## src/design/tmr_pwm_params.svh

```systemverilog
// Register offsets, field positions and reset values of the timer unit.
// Assumes a Wishbone slave with 32-bit data and word-aligned registers.
`ifndef TMR_PWM_PARAMS_SVH
`define TMR_PWM_PARAMS_SVH

// Register indices (byte address is four times the index)
`define IDX_COUNTER 4'h0
`define IDX_CTRL_ONE 4'h1
`define IDX_CTRL_TWO 4'h2
`define IDX_DUTY 4'h3
`define IDX_PS_VIEW 4'h4
`define IDX_TONE 4'h5

// Control one fields
`define C1_ENABLE 0
`define C1_RELOAD 1
`define C1_ONESHOT 2
`define C1_PWM_AL 6
`define C1_PWM_EN 7
// Control two fields
`define C2_PS_SEL_LSB 0
`define C2_PS_DIS_N 3
`define C2_EDGE 4
`define C2_SRC 5
// Tone control fields
`define TC_SEL_LSB 0
`define TC_ENABLE 7

// Reset values and counter limits
`define CTRL_ONE_RST 8'h00
`define CTRL_TWO_RST 6'h3F
`define TONE_SEL_RST 4'hF
`define COUNT_UNDERFLOW 8'hFF
`define COUNT_ZERO 8'h00

`endif

```

## src/design/tmr_pwm_pkg.sv

```systemverilog
// Types shared by the timer unit.
// Assumes the params header is included by users of the offsets.
package tmr_pwm_pkg;
  // Run state of the down counter
  typedef enum logic [1:0] {
    ST_IDLE = 2'b00,
    ST_RUN = 2'b01,
    ST_DONE = 2'b10
  } run_state_t;

  // Pin pair toward the port block
  typedef struct packed {
    logic pwm_en;
    logic pwm_lvl;
    logic tone_en;
    logic tone_lvl;
  } pin_out_t;
endpackage : tmr_pwm_pkg

```

## src/design/tmr_pwm_unit.sv

```systemverilog
// Timer with prescaler, single PWM channel and tone output.
// Assumes a classic Wishbone master on clk_i; ext pin is asynchronous.
//
// Local design decision: the Wishbone slave port.
`include "tmr_pwm_params.svh"
`timescale 1ns/1ps
`default_nettype none
module tmr_pwm_unit
  import tmr_pwm_pkg::*;
(
  input wire logic clk_i,
  input wire logic rst_i,
  input wire logic wb_cyc_i,
  input wire logic wb_stb_i,
  input wire logic wb_we_i,
  input wire logic [5:0] wb_adr_i,
  input wire logic [3:0] wb_sel_i,
  input wire logic [31:0] wb_dat_i,
  output logic [31:0] wb_dat_o,
  output logic wb_ack_o,
  input wire logic inst_tick_i,
  input wire logic ext_count_input_i,
  output logic port_b_bit_six_oe_o,
  output logic port_b_bit_six_o,
  output logic port_b_bit_seven_oe_o,
  output logic port_b_bit_seven_o
);

  // Bus decode
  logic [3:0] idx;
  logic req;
  logic wr_b0;
  assign idx = wb_adr_i[5:2];
  assign req = wb_cyc_i & wb_stb_i & ~wb_ack_o;
  assign wr_b0 = req & wb_we_i & wb_sel_i[0];

  // Software state
  logic [7:0] ctrl1_r, ctrl1_nxt;
  logic [5:0] ctrl2_r, ctrl2_nxt;
  logic [7:0] duty_r, duty_nxt;
  logic [7:0] reload_r, reload_nxt;
  logic tone_en_r, tone_en_nxt;
  logic [3:0] tone_sel_r, tone_sel_nxt;
  logic ack_r, ack_nxt;
  logic [31:0] rdat_r, rdat_nxt;

  // Counting state
  logic [7:0] count_r, count_nxt;
  logic [7:0] ps_r, ps_nxt;
  logic pwm_act_r, pwm_act_nxt;
  run_state_t st_r, st_nxt;
  logic pwm_q_r, tone_q_r;

  // Pin synchroniser; first stage read only by second
  logic ext_s1_r, ext_s2_r, ext_s3_r;

  // Count tick sourcing
  logic src_tick;
  logic ps_tick;
  logic cnt_tick;
  logic ext_rise, ext_fall;
  logic [2:0] ps_sel;
  assign ps_sel = ctrl2_r[`C2_PS_SEL_LSB +: 3];
  assign ext_rise = ext_s2_r & ~ext_s3_r;
  assign ext_fall = ~ext_s2_r & ext_s3_r;

  // Source and edge choice
  always_comb begin
    if (ctrl2_r[`C2_SRC]) begin
      src_tick = ctrl2_r[`C2_EDGE] ? ext_fall : ext_rise;
    end else begin
      src_tick = inst_tick_i;
    end
  end

  // Prescaler terminal: low code+1 bits all ones on a source tick
  logic [7:0] ps_mask;
  // divide by two to code plus one
  assign ps_mask = 8'hFF >> (3'h7 - ps_sel);
  assign ps_tick = src_tick & ((ps_r & ps_mask) == ps_mask);
  // Disabled prescaler passes source straight through
  assign cnt_tick = ctrl2_r[`C2_PS_DIS_N] ? src_tick : ps_tick;

  // Register writes and reads
  always_comb begin
    ctrl1_nxt = ctrl1_r;
    ctrl2_nxt = ctrl2_r;
    duty_nxt = duty_r;
    reload_nxt = reload_r;
    tone_en_nxt = tone_en_r;
    tone_sel_nxt = tone_sel_r;
    ack_nxt = req;
    rdat_nxt = 32'h0000_0000;
    if (wr_b0) begin
      case (idx)
        `IDX_COUNTER: reload_nxt = wb_dat_i[7:0];
        `IDX_CTRL_ONE: ctrl1_nxt = wb_dat_i[7:0] & 8'hC7;
        // rate field is software's duty to change safely
        `IDX_CTRL_TWO: ctrl2_nxt = wb_dat_i[5:0];
        `IDX_DUTY: duty_nxt = wb_dat_i[7:0];
        `IDX_TONE: begin
          tone_en_nxt = wb_dat_i[`TC_ENABLE];
          tone_sel_nxt = wb_dat_i[`TC_SEL_LSB +: 4];
        end
        default: ;
      endcase
    end
    if (req & ~wb_we_i) begin
      case (idx)
        `IDX_COUNTER: rdat_nxt = {24'h00_0000, count_r};
        `IDX_CTRL_ONE: rdat_nxt = {24'h00_0000, 2'b00, 3'b000,
                                   ctrl1_r[2:0]};
        `IDX_CTRL_TWO: rdat_nxt = {26'h000_0000, ctrl2_r};
        `IDX_PS_VIEW: rdat_nxt = {24'h00_0000, ps_r};
        default: rdat_nxt = 32'h0000_0000;
      endcase
    end
  end

  // Counter, prescaler and PWM state
  logic cnt_wr;
  assign cnt_wr = wr_b0 & (idx == `IDX_COUNTER);
  always_comb begin
    count_nxt = count_r;
    ps_nxt = ps_r;
    pwm_act_nxt = pwm_act_r;
    st_nxt = st_r;
    // Prescaler counts source ticks when enabled, only while st_r is ST_RUN
    if (!ctrl2_r[`C2_PS_DIS_N] && src_tick && st_r == ST_RUN) begin
      ps_nxt = ps_r + 8'h01;
    end
    case (st_r)
      ST_IDLE: begin
        pwm_act_nxt = 1'b0;
        if (ctrl1_r[`C1_ENABLE]) st_nxt = ST_RUN;
      end
      ST_RUN: begin
        // active from duty match onward; underflow below wins
        if (count_r == duty_r) pwm_act_nxt = 1'b1;
        if (!ctrl1_r[`C1_ENABLE]) begin
          st_nxt = ST_IDLE;
        end else if (cnt_tick) begin
          if (count_r == `COUNT_ZERO) begin
            pwm_act_nxt = 1'b0;
            if (ctrl1_r[`C1_ONESHOT]) begin
              st_nxt = ST_DONE;
            end else if (ctrl1_r[`C1_RELOAD]) begin
              count_nxt = reload_r;
            end else begin
              count_nxt = `COUNT_UNDERFLOW;
            end
          end else begin
            count_nxt = count_r - 8'h01;
          end
        end
      end
      ST_DONE: begin
        if (!ctrl1_r[`C1_ENABLE]) st_nxt = ST_IDLE;
      end
      default: st_nxt = ST_IDLE;
    endcase
    // Software write overrides count and restarts one-shot
    if (cnt_wr) begin
      count_nxt = wb_dat_i[7:0];
      if (st_r == ST_DONE) st_nxt = ST_RUN;
    end
    if (!ctrl1_r[`C1_ENABLE]) pwm_act_nxt = 1'b0;
  end

  // Tone waveform choice
  logic tone_wave;
  always_comb begin
    if (tone_sel_r[3]) tone_wave = count_r[tone_sel_r[2:0]];
    else tone_wave = ps_r[tone_sel_r[2:0]];
  end

  // Register stage
  always_ff @(posedge clk_i) begin
    if (rst_i) begin
      ctrl1_r <= `CTRL_ONE_RST;
      ctrl2_r <= `CTRL_TWO_RST;
      duty_r <= 8'h00;
      reload_r <= 8'h00;
      tone_en_r <= 1'b0;
      tone_sel_r <= `TONE_SEL_RST;
      ack_r <= 1'b0;
      rdat_r <= 32'h0000_0000;
      count_r <= 8'h00;
      ps_r <= 8'h00;
      pwm_act_r <= 1'b0;
      st_r <= ST_IDLE;
      pwm_q_r <= 1'b0;
      tone_q_r <= 1'b0;
      ext_s1_r <= 1'b0;
      ext_s2_r <= 1'b0;
      ext_s3_r <= 1'b0;
    end else begin
      ctrl1_r <= ctrl1_nxt;
      ctrl2_r <= ctrl2_nxt;
      duty_r <= duty_nxt;
      reload_r <= reload_nxt;
      tone_en_r <= tone_en_nxt;
      tone_sel_r <= tone_sel_nxt;
      ack_r <= ack_nxt;
      rdat_r <= rdat_nxt;
      count_r <= count_nxt;
      ps_r <= ps_nxt;
      pwm_act_r <= pwm_act_nxt;
      st_r <= st_nxt;
      pwm_q_r <= pwm_act_nxt ^ ctrl1_nxt[`C1_PWM_AL];
      tone_q_r <= tone_en_nxt & tone_wave;
      ext_s1_r <= ext_count_input_i;
      ext_s2_r <= ext_s1_r;
      ext_s3_r <= ext_s2_r;
    end
  end

  // Outputs
  pin_out_t pins;
  always_comb begin
    pins.pwm_en = ctrl1_r[`C1_PWM_EN];
    pins.pwm_lvl = pwm_q_r;
    pins.tone_en = tone_en_r;
    pins.tone_lvl = tone_q_r;
  end
  assign wb_ack_o = ack_r;
  assign wb_dat_o = rdat_r;
  assign port_b_bit_six_oe_o = pins.pwm_en;
  assign port_b_bit_six_o = pins.pwm_lvl;
  assign port_b_bit_seven_oe_o = pins.tone_en;
  assign port_b_bit_seven_o = pins.tone_lvl;

  // Checks
  wrap_ff_a: assert property (@(posedge clk_i) disable iff (rst_i)
    st_r == ST_RUN && ctrl1_r[2:0] == 3'b001 && cnt_tick && !cnt_wr &&
    count_r == 8'h00 |=> count_r == 8'hFF)
    else $error("no wrap to FF");
  reload_wrap_a: assert property (@(posedge clk_i) disable iff (rst_i)
    st_r == ST_RUN && ctrl1_r[2:0] == 3'b011 && cnt_tick && !cnt_wr &&
    count_r == 8'h00 |=> count_r == $past(reload_r))
    else $error("no reload");
  oneshot_stop_a: assert property (@(posedge clk_i) disable iff (rst_i)
    st_r == ST_DONE && !cnt_wr && ctrl1_r[0] |=> $stable(count_r))
    else $error("one-shot kept counting");
  pwm_pol_a: assert property (@(posedge clk_i) disable iff (rst_i)
    st_r == ST_IDLE |-> port_b_bit_six_o == ctrl1_r[`C1_PWM_AL])
    else $error("pwm polarity");
  cnt_load_a: assert property (@(posedge clk_i) disable iff (rst_i)
    cnt_wr |=> count_r == $past(wb_dat_i[7:0]) &&
    reload_r == $past(wb_dat_i[7:0]))
    else $error("counter write lost");
  duty_hit_a: assert property (@(posedge clk_i) disable iff (rst_i)
    st_r == ST_RUN && ctrl1_r[0] && count_r == duty_r &&
    !(cnt_tick && count_r == 8'h00) |=> pwm_act_r)
    else $error("duty match missed");
  tone_off_a: assert property (@(posedge clk_i) disable iff (rst_i)
    !tone_en_r && !tone_en_nxt |=> !port_b_bit_seven_o)
    else $error("tone not held low");
  ack_once_a: assert property (@(posedge clk_i) disable iff (rst_i)
    wb_ack_o |=> !wb_ack_o)
    else $error("ack held");
  cv_wrap: cover property (@(posedge clk_i) disable iff (rst_i)
    st_r == ST_RUN && cnt_tick && count_r == 8'h00);
  cv_done: cover property (@(posedge clk_i) disable iff (rst_i)
    st_r == ST_DONE);
  cv_pwm: cover property (@(posedge clk_i) disable iff (rst_i)
    $rose(pwm_act_r));

endmodule : tmr_pwm_unit
`default_nettype wire
```

## config.mk

```make
export PLATFORM = sky130hd
export DESIGN_NAME = tmr_pwm_unit
export DESIGN_NICKNAME = d
export VERILOG_FILES = /design/src/design/tmr_pwm_pkg.sv /design/src/design/tmr_pwm_unit.sv
export VERILOG_INCLUDE_DIRS = /design/src /design/src/design
export SDC_FILE = /design/constraint.sdc
export NUM_CORES = 1
export LEC_CHECK = 0
export BUFFER_PORTS_ARGS = -buffer_cell sky130_fd_sc_hd__buf_2
export CAP_MARGIN = 20
export CORE_ASPECT_RATIO = 0.7
export CORE_MARGIN = 1
export CORE_UTILIZATION = 30
export DETAILED_ROUTE_END_ITERATION = 12
export PLACE_DENSITY = 0.6
export SYNTH_ARGS = -nofsm -noshare
export SYNTH_HDL_FRONTEND = slang
export SYNTH_SLANG_ARGS = --single-unit
```

## constraint.sdc

```tcl
create_clock -name clk_i -period 6.35 [get_ports clk_i]
set_input_delay 0 -clock clk_i [delete_from_list [all_inputs] [get_ports clk_i]]
set_output_delay 0 -clock clk_i [all_outputs]
set_load 0.02 [all_outputs]
```

**Word-level counts from Yosys, hierarchy flattened**

Cells that the tools add are included.

- Output and inout bits: 37
- Input port bits: 49
- Bits in read-only memories: 0
- Memories: 0
- Register bits after elaboration: 89
- Bits in latches: 0
- Bits in writable memories: 0

- Equal/unequal tests: 10
- Reductions and logical operators: 16
- Order comparisons: 1
- $add $sub $neg: 3
- Bitwise logic cells: 17
- Divide/modulo/power cells: 0
- Muxes and demuxes: 34
- Multipliers: 0
- Shift operators: 1

Operator list:

| kind | number |
|---|---|
| $mux 8 | 7 |
| $pmux 8 s4 | 1 |
| $eq 8x8->1 | 2 |
| $mux 2 | 8 |
| $mux 7 | 2 |
| $mux 1 | 12 |
| $and 1x1->1 | 10 |
| $reduce_and 2->1 | 5 |
| $add 8x1->8 const B | 1 |
| $and 8x8->8 | 1 |
| $eq 4x2->1 const B | 2 |
| $eq 4x3->1 const B | 2 |
| $logic_not 8->1 | 1 |
| $shr 8x3->8 const A | 1 |
| $sub 8x1->8 const B | 1 |
| $bmux 1 s3 | 2 |
| $pmux 2 s3 | 1 |
| $reduce_bool 2->1 | 3 |
| $not 1->1 | 5 |
| $eq 4x1->1 const B | 1 |
| $logic_not 4->1 | 1 |
| $lt 3x4->1 const B | 1 |
| $reduce_and 4->1 | 1 |
| $ne 3x3->1 const B | 1 |
| 9 further kinds | 10 |

**Depth between registers and ports, before layout**

- Word-level depth: 11
- Gate-level depth with buffers: 10
- Mapped depth without buffers: 8

**Least setup slack after synthesis**

No wires, ideal clock.

- Path kind: reg2reg
- Start point: register count_r[0]
- End point: register pwm_act_r
- Period minus slack after synthesis: 2.200 ns
- Path slack: 4.150 ns
- Arrival time: 2.122 ns
- Setup time: 0.078 ns
- Stages on the path, launching flop included: 10
- Path through: dfxtp_1 > clkbuf_1 > inv_1 > ha_1 > nor2b_1 > nor3b_4 > a31oi_1 > nor2_1 > or4b_2 > nor3_1

- Cells in the longest elaborated chain, start to end: 6

Ends and longest elaborated chain:

| element | line | RTL |
|---|---|---|
| start, declared | tmr_pwm_unit.sv:48 | `logic [7:0] count_r, count_nxt;` |
| start signal, assigned | tmr_pwm_unit.sv:206 | `count_r <= count_nxt;` |
| $eq 8x8->1 | tmr_pwm_unit.sv:139 | `if (count_r == duty_r) pwm_act_nxt = 1'b1;` |
| $mux 1 | tmr_pwm_unit.sv:139 |  |
| $mux 1 | tmr_pwm_unit.sv:143 | `` if (count_r == `COUNT_ZERO) begin `` |
| $mux 1 (*) | tmr_pwm_unit.sv:142 | `end else if (cnt_tick) begin` |
| $pmux 1 s2 (*) | tmr_pwm_unit.sv:132 | `case (st_r)` |
| $mux 1 (*) | tmr_pwm_unit.sv:167 | `` if (!ctrl1_r[`C1_ENABLE]) pwm_act_nxt = 1'b0; `` |
| end signal, assigned | tmr_pwm_unit.sv:208 | `pwm_act_r <= pwm_act_nxt;` |
| end, declared | tmr_pwm_unit.sv:50 | `logic pwm_act_r, pwm_act_nxt;` |

Every way passes the cells marked *; elsewhere a longest branch is shown, timed or not.
A chain may end at the register's enable or synchronous reset.

**Final worst setup path**

- Start point: register count_r[0]
- End point: register count_r[6]

- Cells in the longest elaborated chain, start to end: 6

Ends and longest elaborated chain:

| element | line | RTL |
|---|---|---|
| $sub 8x1->8 / $logic_not 8->1 (equally long branches) | -- |  |
| $mux 8 | tmr_pwm_unit.sv:143 |  |
| $mux 8 | tmr_pwm_unit.sv:142 |  |
| $mux 8 | tmr_pwm_unit.sv:140 | `` if (!ctrl1_r[`C1_ENABLE]) begin `` |
| $mux 8 | tmr_pwm_unit.sv:132 |  |
| $mux 8 | tmr_pwm_unit.sv:163 | `if (cnt_wr) begin` |

Several ways; a longest one is shown, not always the timed one. The select of a mux whose other input is x is not followed.

==> results.ini <==
[run_status]
status = completed

[route]
drt_wl_total_microns = 8280
route.detailed.drc = 0
detail_route.iter0.violations = 245
avgViaCountPerCell = 4.82
detail_route.wl_per_cell_microns = 14.4
ant_nets = 0
detail_route.first_pass.iterations = 5
num_vias = 2762

[layout]
finalNetCount = 467
fill_cells = 1131
fin_util_pct = 36.3
antennaDiodeCount = 0
area_growth_pct = 17.5
drive_above_1_share_pct = 14.5

[sta]
rsz0062_at_grt = no
final_max_slew_viol_count = 0
fin_worst_skew_ps = 7.22
slew_headroom_pct = 28.1
worst_pin_slew_ps = 1080
finalHoldViolCount = 0
period_needed_ps = 2460
whs_ps = 61.6
fin_setup_tns_ps = 0
final-setup-viol-count = 0
fin_crit_sh_pct = 38.8
fmax_ghz = 0.406

[synthesis]
synth-seq-cells = 65
synthesis.area_sq_um = 3400
synth.distinct_cells = 54
synth-edff-count = 0
yosysWarnings = 0
syn_area_per_cell_sq_um = 8.83
synthCells = 385
async_flop_share_pct = 0
synthFlopType = dfxtp_1
ys_seq_area_share_pct = 38.3

[clocking]
tritoncts = done
cts_buffers = 9
ctsLongestPathBuffers = 2
cts_root_buffer = clkbuf_16
cts_resized = 0
post-cts-setup-buffers = 0
clkSlewWorstSetupHoldPaths_ps = 60
h-tree-depth = 3
cts_hold_buf = 11
clk-insertion-delay-late_ps = 330
cts_sinks = 65

[setup_path]
cp_cell_sequence = inv_1, ha_1, nor2b_1, nor3b_4, a211oi_4, mux2i_1, a211oi_1
worst-path-stages = 7
cp.required_ps = 6510
cp-start-kind = register
worst-path-buf-inv = 1
max_stage_delay_ps = 600
worstSetupPathType = reg2reg
critPathMaxFanout = 8
critPathTopFamily = compound AO/OA/AOI/OAI gates
r2r_cells = 7
critPathSlowestCell = a211oi_4
cp_data_arrival_time_ps = 2630
cp-end-kind = register

[global_routing]
grt_pass1_vias = 2566
grt_overflow = 0
grt_max_degree = 57
antenna_found_initial = 0
grt_pass1_wl_microns = 13600
grtUsageTotal_pct = 15.2

[die]
die_y_microns = 91.1
num_rows = 32
core_sq_um = 11000
fp.dieW_microns = 129
die_area_sq_um = 11800
ioPinCount = 86
start_util_pct = 30.9

[power]
ir_worst_vdd_mv = 0.132
power.density_nw_per_um2 = 252
p_leak_uw = 0.00166

[placed_design]
port-buffer-count = 32
gp_congestion = 0.865
hpwl_microns = 5800

[min_path]
hold_class = in2reg
hold_depth = 4

[flow_run]
cap_violations = 0

## synth_stat cells, types with 2 or more instances
library cell	n	area share (%)
mux2i_1	21	6.2
nand4b_1	3	0.77
a31oi_1	4	0.74
a21oi_1	22	3.2
nor3_1	8	1.2
a211o_1	10	2.6
a22oi_1	5	1.1
nor2b_1	12	2.2
nand3b_1	2	0.44
a222oi_1	3	0.88
clkbuf_1	19	2.1
xor2_1	14	3.6
ha_1	3	1.1
and2_1	5	0.92
a211oi_1	8	1.8
xnor2_1	5	1.3
nand2_1	28	3.1
buf_4	24	5.3
nor3b_1	7	1.5
buf_6	2	0.66
nor2_1	50	5.5
nor4_1	2	0.37
o21ai_0	4	0.59
and3_1	2	0.37
nand3_1	6	0.88
mux4_2	5	3.3
inv_1	11	1.2
or3_1	3	0.55
nand2b_1	4	0.74
nand4_1	3	0.55
dfxtp_1	65	38
a22o_1	3	0.77
## where the power goes
group,internal [uW],leakage [uW],switching (uW)
logic,15.0,0.000982,35.1
clock network,365,0.000155,179
registers,410,0.000525,1.68
## stage by stage
stage                     worst slack (ps)  area [sq um]  power [uW]  std cells
after floorplan                       4150          3490         462        408
after global placement                3960          3550         464        546
after detailed placement              3930          3550         465        546
after CTS                             3910          4000        1020        573
after global routing                  3730          4000        1050        573
final                                 3890          4000        1010        573
## worst reg2reg max path: stages, from the launching register on
cell and delay [ps]:
dfxtp_1 530, inv_1 140, ha_1 250, nor2b_1 170, nor3b_4 190, a211oi_4 600, mux2i_1 320, a211oi_1 100
## logic make-up (layout without fill, tap and decap cells)
family                   Yosys count  after routing  synth area share [%]
AND/OR/NAND/NOR                  143            143                  21.8
AO/OA/AOI/OAI                     70             70                  14.8
flip-flops                        65             65                  38.3
buffers and inverters             58             70                  9.57
multiplexers                      26             26                  9.50
XOR/XNOR                          19             19                  4.90
adder cells (fa/ha/maj)            3              3                  1.10
other                              1             24                 0.110
## sequential cells by signal (all words and copies together) (netlist names)
name,cells
count_r,8
wb_dat_o,8
ctrl2_r,6
duty_r,8
port_b_bit_six_o,1
wb_ack_o,1
st_r,2
ext_s3_r,1
pwm_act_r,1
ps_r,8
ext_s1_r,1
port_b_bit_seven_oe_o,1
ext_s2_r,1
reload_r,8
port_b_bit_seven_o,1
tone_sel_r,4
ctrl1_r,5
## area by class of cell
| cell class | instances | area (sq um) | share of cell area [%] |
|---|---|---|---|
| clock buffer | 12 | 256 | 6.42 |
| inverter | 11 | 41.3 | 1.03 |
| clock inverter | 4 | 75.1 | 1.88 |
| sequential | 65 | 1300 | 32.6 |
| timing repair buffer | 43 | 270 | 6.76 |
| tap | 153 | 191 | 4.79 |
| multi-input combinational | 285 | 1860 | 46.5 |
## path summary, 6_finish.rpt
| path | to | slack (ps) | start |
|---|---|---|---|
| max | count_r[6] | 3890 | count_r[0] |
| min reg2reg | ext_s2_r | 440 | ext_s1_r |
| min | wb_dat_o[2] | 60 | wb_adr_i[5] |
| max reg2reg | count_r[6] | 3890 | count_r[0] |
## cells in the final DEF, fill, tap and decap left out, drive strengths merged, types with 6 or more instances in the layout
master	Yosys	final
dlygate4sd3	0	11
nor3	8	8
a21oi	22	22
nor2	50	50
buf	27	32
mux2i	21	21
xor2	14	14
nand2	28	28
dfxtp	65	65
inv	11	11
conb	1	24
nor2b	12	12
a211o	10	10
clkbuf	20	12
nor3b	8	8
a211oi	9	9
nand3	6	6
## per-layer routing
layer | up-vias | track usage, % | wire length, microns
met2 | 90 | 21.0 | 3450
li1 | 1360 | - | -
met3 | 4 | 5.36 | 597
met4 | 0 | 5.39 | 59
met5 | - | 0 | 0
met1 | 1308 | 21.4 | 4170
Power figures use the tool's default switching activity.
